## src/hdl/fts_pkg.sv

```systemverilog
// Constants, register map and carrier types for the fault and thermal status bank
package fts_pkg;

	localparam int          FTS_DATA_W    = 8;
	localparam int          FTS_ADDR_W    = 8;
	localparam int          FTS_FLAG_N    = 5;

	localparam logic [7:0]  FTS_OFS_RAIL  = 8'hB3;
	localparam logic [7:0]  FTS_OFS_CRIT  = 8'hB4;
	localparam logic [7:0]  FTS_OFS_HOT   = 8'hB5;

	localparam logic [4:0]  FTS_FLAG_RST  = 5'h00;
	localparam logic [7:0]  FTS_RD_ZERO   = 8'h00;

	// Bit positions inside each register
	localparam int          FTS_B_ADJ1    = 4;
	localparam int          FTS_B_TERM    = 3;
	localparam int          FTS_B_LOAD_SWITCH_B_TWO    = 2;
	localparam int          FTS_B_LOAD_SWITCH_B_ONE    = 1;
	localparam int          FTS_B_ADJ3    = 0;
	localparam int          FTS_B_DIE     = 4;
	localparam int          FTS_B_URIGHT  = 2;
	localparam int          FTS_B_ULEFT   = 1;
	localparam int          FTS_B_LRIGHT  = 0;

	// Register access from the serial engine
	typedef struct packed {
		logic                  wr_en;
		logic                  rd_en;
		logic [7:0]            addr;
		logic [7:0]            wdata;
	} fts_req_t;

	// Event inputs, one bit per source, at the register bit positions
	typedef struct packed {
		logic [4:0]            rail_fault;
		logic [4:0]            over_crit;
		logic [4:0]            over_hot;
	} fts_evt_t;

	// All module state
	typedef struct packed {
		logic [4:0]            rail_flags;
		logic [4:0]            crit_flags;
		logic [4:0]            hot_flags;
		logic [7:0]            rdata;
		logic                  rvalid;
	} fts_state_t;

endpackage : fts_pkg

```

## src/hdl/fts_status_bank.sv

```systemverilog
// Sticky rail-fault and temperature status registers behind the register port
module fts_status_bank
	import fts_pkg::*;
#(
	// Flag count and bus widths
	parameter int FLAG_N = FTS_FLAG_N,
	parameter int DATA_W = FTS_DATA_W,
	parameter int ADDR_W = FTS_ADDR_W
)
(
	// Clock and reset
	input  wire logic              CLOCK,
	input  wire logic              RST,
	input  wire logic              CLK_EN,
	// Register port from the serial engine
	input  wire fts_req_t          REQ,
	output logic [7:0]             RDATA,
	output logic                   RVALID,
	// Event levels from rail monitors and sensors
	input  wire fts_evt_t          EVT,
	// Live flag view
	output logic [4:0]             RAIL_FLAGS,
	output logic [4:0]             CRIT_FLAGS,
	output logic [4:0]             HOT_FLAGS
);

	// Register map selection, shared by write and read decode
	typedef enum {
		SEL_NONE,
		SEL_RAIL,
		SEL_CRIT,
		SEL_HOT
	} fts_sel_t;

	// State and its next value
	fts_state_t              state_reg;
	fts_state_t              state_next;

	// Port decode
	logic                    wr_take;
	logic                    rd_take;
	fts_sel_t                wr_sel;
	fts_sel_t                rd_sel;
	logic                    wr_rail_hit;
	logic                    wr_crit_hit;
	logic                    wr_hot_hit;

	// Per-register clear, set and next vectors
	logic [FLAG_N-1:0]       rail_clr;
	logic [FLAG_N-1:0]       crit_clr;
	logic [FLAG_N-1:0]       hot_clr;
	logic [FLAG_N-1:0]       rail_set;
	logic [FLAG_N-1:0]       crit_set;
	logic [FLAG_N-1:0]       hot_set;
	logic [FLAG_N-1:0]       rail_nxt;
	logic [FLAG_N-1:0]       crit_nxt;
	logic [FLAG_N-1:0]       hot_nxt;

	// Read word for the addressed register
	logic [DATA_W-1:0]       rd_word;

	// Rail monitor sources
	logic                    adj_reg1_loss;
	logic                    term_reg_loss;
	logic                    switch_b2_loss;
	logic                    switch_b1_loss;
	logic                    adj_reg3_loss;

	// Critical comparator sources
	logic                    die_over_crit;
	logic                    term_over_crit;
	logic                    uright_over_crit;
	logic                    uleft_over_crit;
	logic                    lright_over_crit;

	// Hot comparator sources
	logic                    die_over_hot;
	logic                    term_over_hot;
	logic                    uright_over_hot;
	logic                    uleft_over_hot;
	logic                    lright_over_hot;

	// Named rail flags
	logic                    adj_reg1_fault_flag;
	logic                    termination_reg_fault_flag;
	logic                    switch_b2_fault_flag;
	logic                    switch_b1_fault_flag;
	logic                    adj_reg3_fault_flag;

	// Named critical flags
	logic                    rest_of_die_critical_flag;
	logic                    termination_reg_critical_flag;
	logic                    upper_right_critical_flag;
	logic                    upper_left_critical_flag;
	logic                    lower_right_critical_flag;

	// One decode for both directions keeps reads and writes on the same map
	function automatic fts_sel_t decode_sel(input logic [ADDR_W-1:0] addr);
		fts_sel_t sel;
		unique case (addr)
			FTS_OFS_RAIL: begin
				sel = SEL_RAIL;
			end
			FTS_OFS_CRIT: begin
				sel = SEL_CRIT;
			end
			FTS_OFS_HOT: begin
				sel = SEL_HOT;
			end
			default: begin
				sel = SEL_NONE;
			end
		endcase
		return sel;
	endfunction : decode_sel

	// Write strobe aimed at one register
	function automatic logic wr_hit(
		input logic     take,
		input fts_sel_t sel,
		input fts_sel_t want
	);
		return take && (sel == want);
	endfunction : wr_hit

	function automatic logic [FLAG_N-1:0] clear_mask(
		input logic              hit,
		input logic [DATA_W-1:0] wd
	);
		logic [FLAG_N-1:0] mask;
		mask = '0;
		if (hit) begin
			mask = wd[FLAG_N-1:0];
		end
		return mask;
	endfunction : clear_mask

	function automatic logic flag_next(
		input logic cur,
		input logic set,
		input logic clr
	);
		logic keep;
		keep = cur & ~clr;
		return keep | set;
	endfunction : flag_next

	function automatic logic [DATA_W-1:0] read_word(
		input fts_sel_t          sel,
		input logic [FLAG_N-1:0] rail,
		input logic [FLAG_N-1:0] crit,
		input logic [FLAG_N-1:0] hot
	);
		logic [DATA_W-1:0] word;
		unique case (sel)
			SEL_RAIL: begin
				word = DATA_W'(rail);
			end
			SEL_CRIT: begin
				word = DATA_W'(crit);
			end
			SEL_HOT: begin
				word = DATA_W'(hot);
			end
			SEL_NONE: begin
				word = FTS_RD_ZERO;
			end
		endcase
		return word;
	endfunction : read_word

	assign adj_reg1_loss    = EVT.rail_fault[FTS_B_ADJ1];
	assign term_reg_loss    = EVT.rail_fault[FTS_B_TERM];
	assign switch_b2_loss   = EVT.rail_fault[FTS_B_LOAD_SWITCH_B_TWO];
	assign switch_b1_loss   = EVT.rail_fault[FTS_B_LOAD_SWITCH_B_ONE];
	assign adj_reg3_loss    = EVT.rail_fault[FTS_B_ADJ3];

	assign rail_set[FTS_B_ADJ1] = adj_reg1_loss;
	assign rail_set[FTS_B_TERM] = term_reg_loss;
	assign rail_set[FTS_B_LOAD_SWITCH_B_TWO] = switch_b2_loss;
	assign rail_set[FTS_B_LOAD_SWITCH_B_ONE] = switch_b1_loss;
	assign rail_set[FTS_B_ADJ3] = adj_reg3_loss;

	assign die_over_crit    = EVT.over_crit[FTS_B_DIE];
	assign term_over_crit   = EVT.over_crit[FTS_B_TERM];
	assign uright_over_crit = EVT.over_crit[FTS_B_URIGHT];
	assign uleft_over_crit  = EVT.over_crit[FTS_B_ULEFT];
	assign lright_over_crit = EVT.over_crit[FTS_B_LRIGHT];

	assign crit_set[FTS_B_DIE]    = die_over_crit;
	assign crit_set[FTS_B_TERM]   = term_over_crit;
	assign crit_set[FTS_B_URIGHT] = uright_over_crit;
	assign crit_set[FTS_B_ULEFT]  = uleft_over_crit;
	assign crit_set[FTS_B_LRIGHT] = lright_over_crit;

	assign die_over_hot     = EVT.over_hot[FTS_B_DIE];
	assign term_over_hot    = EVT.over_hot[FTS_B_TERM];
	assign uright_over_hot  = EVT.over_hot[FTS_B_URIGHT];
	assign uleft_over_hot   = EVT.over_hot[FTS_B_ULEFT];
	assign lright_over_hot  = EVT.over_hot[FTS_B_LRIGHT];

	assign hot_set[FTS_B_DIE]    = die_over_hot;
	assign hot_set[FTS_B_TERM]   = term_over_hot;
	assign hot_set[FTS_B_URIGHT] = uright_over_hot;
	assign hot_set[FTS_B_ULEFT]  = uleft_over_hot;
	assign hot_set[FTS_B_LRIGHT] = lright_over_hot;

	// Register port decode
	assign wr_take     = REQ.wr_en;
	assign rd_take     = REQ.rd_en;
	assign wr_sel      = decode_sel(REQ.addr);
	assign rd_sel      = decode_sel(REQ.addr);

	assign wr_rail_hit = wr_hit(wr_take, wr_sel, SEL_RAIL);
	assign wr_crit_hit = wr_hit(wr_take, wr_sel, SEL_CRIT);
	assign wr_hot_hit  = wr_hit(wr_take, wr_sel, SEL_HOT);
	assign rail_clr    = clear_mask(wr_rail_hit, REQ.wdata);
	assign crit_clr    = clear_mask(wr_crit_hit, REQ.wdata);
	assign hot_clr     = clear_mask(wr_hot_hit, REQ.wdata);

	for (genvar gi = 0; gi < FLAG_N; gi++) begin : g_rail
		logic cur;
		logic set;
		logic clr;
		assign cur = state_reg.rail_flags[gi];
		assign set = rail_set[gi];
		assign clr = rail_clr[gi];
		assign rail_nxt[gi] = flag_next(cur, set, clr);
	end

	for (genvar gi = 0; gi < FLAG_N; gi++) begin : g_crit
		logic cur;
		logic set;
		logic clr;
		assign cur = state_reg.crit_flags[gi];
		assign set = crit_set[gi];
		assign clr = crit_clr[gi];
		assign crit_nxt[gi] = flag_next(cur, set, clr);
	end

	for (genvar gi = 0; gi < FLAG_N; gi++) begin : g_hot
		logic cur;
		logic set;
		logic clr;
		assign cur = state_reg.hot_flags[gi];
		assign set = hot_set[gi];
		assign clr = hot_clr[gi];
		assign hot_nxt[gi] = flag_next(cur, set, clr);
	end

	// Read data taken before any same-cycle write lands
	assign rd_word = read_word(rd_sel, state_reg.rail_flags,
		state_reg.crit_flags, state_reg.hot_flags);

	// Clock enable low freezes flags and the read port
	always_comb begin
		state_next = state_reg;
		if (CLK_EN) begin
			state_next.rail_flags = rail_nxt;
			state_next.crit_flags = crit_nxt;
			state_next.hot_flags  = hot_nxt;
			state_next.rvalid     = rd_take;
			// RDATA holds between reads
			if (rd_take) begin
				state_next.rdata = rd_word;
			end
		end
	end

	always_ff @(posedge CLOCK or posedge RST) begin
		if (RST) begin
			state_reg <= '0;
		end else begin
			state_reg <= state_next;
		end
	end

	assign adj_reg1_fault_flag        = state_reg.rail_flags[FTS_B_ADJ1];
	assign termination_reg_fault_flag = state_reg.rail_flags[FTS_B_TERM];
	assign switch_b2_fault_flag       = state_reg.rail_flags[FTS_B_LOAD_SWITCH_B_TWO];
	assign switch_b1_fault_flag       = state_reg.rail_flags[FTS_B_LOAD_SWITCH_B_ONE];
	assign adj_reg3_fault_flag        = state_reg.rail_flags[FTS_B_ADJ3];

	assign rest_of_die_critical_flag     = state_reg.crit_flags[FTS_B_DIE];
	assign termination_reg_critical_flag = state_reg.crit_flags[FTS_B_TERM];
	assign upper_right_critical_flag     = state_reg.crit_flags[FTS_B_URIGHT];
	assign upper_left_critical_flag      = state_reg.crit_flags[FTS_B_ULEFT];
	assign lower_right_critical_flag     = state_reg.crit_flags[FTS_B_LRIGHT];

	assign RDATA      = state_reg.rdata;
	assign RVALID     = state_reg.rvalid;
	assign RAIL_FLAGS[FTS_B_ADJ1]   = adj_reg1_fault_flag;
	assign RAIL_FLAGS[FTS_B_TERM]   = termination_reg_fault_flag;
	assign RAIL_FLAGS[FTS_B_LOAD_SWITCH_B_TWO]   = switch_b2_fault_flag;
	assign RAIL_FLAGS[FTS_B_LOAD_SWITCH_B_ONE]   = switch_b1_fault_flag;
	assign RAIL_FLAGS[FTS_B_ADJ3]   = adj_reg3_fault_flag;
	assign CRIT_FLAGS[FTS_B_DIE]    = rest_of_die_critical_flag;
	assign CRIT_FLAGS[FTS_B_TERM]   = termination_reg_critical_flag;
	assign CRIT_FLAGS[FTS_B_URIGHT] = upper_right_critical_flag;
	assign CRIT_FLAGS[FTS_B_ULEFT]  = upper_left_critical_flag;
	assign CRIT_FLAGS[FTS_B_LRIGHT] = lower_right_critical_flag;
	assign HOT_FLAGS  = state_reg.hot_flags;

endmodule : fts_status_bank

```

## config.mk

```make
export PLATFORM = sky130hd
export DESIGN_NAME = fts_status_bank
export DESIGN_NICKNAME = d
export VERILOG_FILES = /design/src/hdl/fts_pkg.sv /design/src/hdl/fts_status_bank.sv
export SDC_FILE = /design/constraint.sdc
export NUM_CORES = 1
export LEC_CHECK = 0
export BUFFER_PORTS_ARGS = -buffer_cell sky130_fd_sc_hd__buf_2
export CORE_MARGIN = 8
export CORE_UTILIZATION = 26
export DETAILED_ROUTE_END_ITERATION = 6
export HOLD_SLACK_MARGIN = 0.02
export PLACE_DENSITY = 0.59
export SETUP_SLACK_MARGIN = 0.02
export SLEW_MARGIN = 15
export SYNTH_ARGS = -nofsm -noshare
export SYNTH_HDL_FRONTEND = slang
export SYNTH_SLANG_ARGS = --single-unit
export TNS_END_PERCENT = 1
```

## constraint.sdc

```tcl
create_clock -name CLOCK -period 1.5 [get_ports CLOCK]
set_input_delay 0.15 -clock CLOCK [delete_from_list [all_inputs] [get_ports CLOCK]]
set_output_delay 0.15 -clock CLOCK [all_outputs]
set_load 0.02 [all_outputs]
```

==> results of run 1 <==
-- synth_stat cells --
cell type	n
nor3b_2	1
nand4bb_4	1
a21oi_1	40
conb_1	1
nor4bb_1	1
o21ai_0	1
nor3_2	2
a31oi_1	5
dfrtp_1	21
buf_2	6
clkbuf_1	1
and4b_1	10
nand2_1	11
nand3b_1	2
inv_1	3
nand2_2	1
nor2_1	1
or3_4	1
nor3_1	1
o21ai_1	5
a211oi_1	4
buf_4	3
-- per-layer routing --
layer | wire [um] | vias up | track usage (%) | share of wire, %
met3 | 418 | 6 | 3.57 | 12
met4 | 81 | 0 | 4.04 | 2.3
met2 | 1680 | 45 | 17.6 | 48
met1 | 1340 | 503 | 11.3 | 38
li1 | - | 557 | - | -
met5 | 0 | - | 0 | 0
-- area by class of cell --
class	count	share of cell area, %
Clock buffer	4	2.99
Inverter	3	0.747
Multi-Input combinational cell	90	36.8
Sequential cell	21	34.9
Tap cell	52	4.32
Timing Repair Buffer	58	20.2
-- logic make-up (layout without fill, tap and decap cells) --
| logic type | Yosys count | after routing | synth area share, % |
|---|---|---|---|
| compound gates | 55 | 55 | 25.5 |
| buf+inv | 13 | 65 | 5.92 |
| flops | 21 | 21 | 46.1 |
| other cells | 1 | 3 | 0.329 |
| simple gates | 32 | 32 | 22.1 |
-- worst max-delay path: stages (launching register included) --
cell	delay, ns
dfrtp_1	0.41
and4b_1	0.21
a211oi_1	0.27
o21ai_1	0.08
-- final timing paths --
check	startpoint	to	slack [ns]	depth (start not counted)
min in group asynchronous	RST	RDATA[3]	0.46	4
worst max register to register	RAIL_FLAGS[2]	RDATA[2]	0.43	3
worst min-delay path	EVT[1]	HOT_FLAGS[1]	0.18	3
worst min register to register	RDATA[2]	RDATA[2]	0.48	2
worst max-delay path	RAIL_FLAGS[2]	RDATA[2]	0.43	3
max in group asynchronous	RST	HOT_FLAGS[3]	0.83	4
-- through the flow --
step	std cells	area, um2	util, %	power [mW]	setup slack (ns)
2_1_floorplan	124	1150	-	0.685	0.448
3_3_place_gp	223	1450	33.8	0.753	0.225
3_5_place_dp	223	1450	33.8	0.755	0.191
4_1_cts	228	1510	35.1	1.12	0.424
5_1_grt	228	1510	35.1	1.18	0.382
6_report	228	1510	35.1	1.11	0.425
-- power by group through the flow --
stage / Sequential, mW / Combinational [mW] / Clock (mW)
after floorplan: 0.590 / 0.0948 / 0
after global placement: 0.584 / 0.169 / 0
after detailed placement: 0.584 / 0.171 / 0
after CTS: 0.573 / 0.173 / 0.376
after global routing: 0.573 / 0.192 / 0.414
final: 0.573 / 0.172 / 0.368
-- state kept, by name, indices dropped and copies added (netlist names) --
name and count:
RAIL_FLAGS 5, RVALID 1, RDATA 5, HOT_FLAGS 5
CRIT_FLAGS 5
==> qor.csv, run 1 <==
metric,value,unit
status,"finished, final reports clean",
Pleak,0.656,nW
max-cap viol count,0,
vias in the first global route,1120,
TNS Setup,0,ns
final worst path period share,71.6,%
Core ar.,4290,um2
CTS Buffer Depth,2,
instance count of the mapped netlist,122,
fillers,454,
row cnt,24,
Max rail drop VDD,0.288,mV
worst-path maximum fanout,3,
required time worst endpoint,1.64,ns
Syn. warnings,0,
fraction of layout cells with a size suffix above 1,37.5,%
root buf cell,clkbuf_8,
clock tree sinks,21,
n_diodes,0,
worst hold slack,0.182,ns
Die Y,82.3,um
GRT Total Usage,10.3,%
"Net count, final",213,
vias,1111,
Hold Buf Count CTS,1,
Min-Delay Path Class,input pin to register,
Reg power frac,51.5,%
clock network power share,33.1,%
port buffer count,53,
area delta synth->final,32.1,%
Int Power,0.828,mW
"most common cell after layout, fill and taps aside",buf_2,
post-detailed-route wirelength per cell,15.4,um
crit path launch type,register,
Starting Density,26.6,%
Synth top area share,46.1,%
Final setup viols,0,
via/cell ratio,4.87,
most frequent cells in the layout,"buf_2 (53), a21oi_1 (40), dfrtp_1 (21), nand2_1 (11), and4b_1 (10)",
postcts setup bufs,0,
mapped cell area,1140,um2
initial antenna violation count,0,
post-cts resize count,0,
first-pass GRT wire length,5.45,mm
"Slew Viols, Final",0,
CTS buffer count,3,
clock latency at the later pin of the worst-skew pair,0.25,ns
RSZ-0062 raised after global routing,no,
Tmin final,1.07,ns
max frequency,0.931,GHz
top post-synthesis cells by area,"dfrtp_1 (46%), a21oi_1 (18%), and4b_1 (8.8%), nand2_1 (3.6%), a31oi_1 (2.7%)",
synth unique cells,22,
Fin. Hold Viols,0,
Crit. End Element,register,
Comb pwr share,15.5,%
cell taking the most area after synthesis,dfrtp_1,
GP Congestion,0.767,
Cell Pwr Density,738,nW/um2
Clock Skews,0.00251,ns
DR pass1 iterations,6,
GRT overflow,0,
io pins,60,
CTS tree,done,
critical path type,register to register,
sw frac,25.6,%
largest net degree at the start of global routing,32,
ANT nets after route,0,
storage element area,526,um2
Psw,0.284,mW
DP HPWL,2.80,mm
post-synthesis sequential area ratio,46.1,%
crit path DAT,1.21,ns
Tightest Pin Transition,0.596,ns
Seq cells post-synth,21,
htree depth,1,
"Avg Cell Area, Syn",9.35,um2
width of the die,82.3,um
worst relative slew slack,60.1,%
DR iter-0 viols,125,
clock transition at the registers of the reported paths,0.08,ns
DRT Wirelength,3.51,mm
DRC Markers,0,
Die Area,6770,um2
area occupied by multi-input gates,556,um2
(Power assumes the default switching activity.)
==> run 2: changes to the inputs <==
--- a/config.mk
+++ b/config.mk
@@ -10,7 +10,7 @@
 export CORE_UTILIZATION = 26
 export DETAILED_ROUTE_END_ITERATION = 6
 export HOLD_SLACK_MARGIN = 0.02
-export PLACE_DENSITY = 0.59
+export PLACE_DENSITY = 0.61
 export SETUP_SLACK_MARGIN = 0.02
 export SLEW_MARGIN = 15
 export SYNTH_ARGS = -nofsm -noshare
==> constraint.sdc (replaced) <==
create_clock -name CLOCK -period 0.9 [get_ports CLOCK]
set_input_delay 0.09 -clock CLOCK [delete_from_list [all_inputs] [get_ports CLOCK]]
set_output_delay 0.09 -clock CLOCK [all_outputs]
set_load 0.02 [all_outputs]
==> run 2 against run 1 <==
Compared with the run above:
- critical endpoint is now RAIL_FLAGS[3]
- highest routed layer unchanged
- the flow now finishes with violations (setup timing)
- sequential power rose by 67%
- sequential cell count did not move
- non-clock buffer count rose by 17
- die area did not move
- combinational power rose by 97%
- largest power group unchanged
- sequential share of layout area fell by 6.0 points
- final cell count rose by 7.5%
- clock skew fell by 0.00072 ns
==> qor.csv, run 2 (synthesis gave the netlist of run 1 again) <==
metric,value,unit
Core ar.,4290,um2
"most common cell after layout, fill and taps aside",a21oi_1,
Tmin final,1.01,ns
DP HPWL,2.95,mm
Max rail drop VDD,0.472,mV
"Slew Viols, Final",0,
post-detailed-route wirelength per cell,15.1,um
crit path launch type,register,
fillers,445,
CTS Buffer Depth,2,
Clock Skews,0.00179,ns
fraction of layout cells with a size suffix above 1,49.7,%
Hold Path Stages,3,
root buf cell,clkbuf_8,
row cnt,24,
hold_sp,EVT[4],
worst r2r dst,RDATA[4],
Critical Path Most Common Cell,buf_6,
Final setup viols,20,
Pleak,0.818,nW
worst hold slack,0.112,ns
Crit. End Element,output pin,
Starting Density,26.6,%
initial antenna violation count,0,
Worst Hold Path EP,HOT_FLAGS[4],
most frequent cells in the layout,"a21oi_1 (39), buf_2 (35), buf_6 (27), dfrtp_1 (15), nand2_1 (11)",
violated checks,setup timing,
CTS buffer count,3,
met1 GRT Util,13.4,%
crit path DAT,0.92,ns
CTS tree,done,
Cell Pwr Density,1040,nW/um2
clock latency at the later pin of the worst-skew pair,0.26,ns
vias,1174,
FF-to-FF Start,CRIT_FLAGS[4],
RSZ-0062 raised after global routing,yes,
GRT Total Usage,11.0,%
final setup margin,-0.109,ns
Die Area,6770,um2
internal reg-to-reg setup slack,-0.10,ns
via/cell ratio,4.79,
worst-path maximum fanout,2,
status,finished with violations,
most used routing layer,met2,
max frequency,0.991,GHz
htree depth,1,
critical path type,register to output pin,
clock transition at the registers of the reported paths,0.08,ns
GRT overflow,0,
M2 GR Usage,18.2,%
clock tree sinks,21,
n_diodes,0,
vias in the first global route,1202,
DRT Wirelength,3.71,mm
Worst Reg2Reg Path Length in Cells,3,
first-pass GRT wire length,5.82,mm
DRC Markers,0,
ANT nets after route,0,
"Net count, final",230,
area delta synth->final,61.6,%
DR pass1 iterations,4,
crit-path max cell delay,0.42,ns
GP Congestion,0.766,
DR iter-0 viols,59,
slowest CP cell,dfrtp_2,
max-cap viol count,0,
Finished Core Util,42.9,%
Fin. Hold Viols,0,
largest net degree at the start of global routing,32,
critical-path cell list,buf_6 > buf_6,
met3 usage,3.68,%
Die Y,82.3,um
"Power, Total",1.91,mW
required time worst endpoint,0.81,ns
io pins,60,
port buffer count,53,
final worst path period share,112,%
width of the die,82.3,um
Min-Delay Path Class,input pin to register,
run 2: critical path: cells and delay by family, from the launching register on:
family | cells | cell delay, ns
buffers and inverters | 2 | 0.24
DFF | 1 | 0.42
run 2: worst max path at each step:
stage | endpoint | start
floorplan | RDATA[0] | RAIL_FLAGS[0]
global placement | RDATA[1] | REQ[11]
detailed placement | RDATA[1] | REQ[11]
CTS | RAIL_FLAGS[3] | RAIL_FLAGS[3]
global route | RDATA[2] | HOT_FLAGS[2]
finish | RAIL_FLAGS[3] | RAIL_FLAGS[3]
run 2: final cells by class:
class	instances	area [um2]	area share, %
timing repair buffer	75	604	32.8
multi-input combinational	90	584	31.7
sequential	21	533	28.9
tap	52	65.1	3.53
clock buffer	3	41.3	2.24
inverter	3	11.3	0.611
clock inverter	1	5.00	0.271
run 2: routing by layer:
layer | wire (um) | up-vias | part of all wire [%]
met2 | 1710 | 43 | 46
met5 | 0 | - | 0
met3 | 390 | 5 | 11
li1 | - | 587 | -
met4 | 24 | 0 | 0.65
met1 | 1590 | 539 | 43
run 2: through the flow:
step	std cells	cell area [um2]	setup TNS [ns]	setup slack, ns
floorplan	124	1180	-0.440	-0.0897
global placement	239	1630	-1.62	-0.154
detailed placement	239	1630	-1.69	-0.205
CTS	244	1810	-1.64	-0.113
global route	245	1840	-2.41	-0.138
finish	245	1840	-1.56	-0.109
run 2: timing repair:
action                                  in CTS  in global routing
setup buffers                                0                  1
gates resized for setup                     40                  7
hold buffers                                 1                  0
pin swaps                                    5                  1
endpoints found under the hold margin       21                  0
endpoints found under the setup margin      26                 27
run 2: where the power goes:
part	switching [mW]	total, mW	leakage, nW	internal, mW
clock	0.308	0.616	0.0255	0.308
combinational	0.185	0.339	0.581	0.154
sequential	0.00558	0.956	0.211	0.950
total	0.498	1.91	0.818	1.41
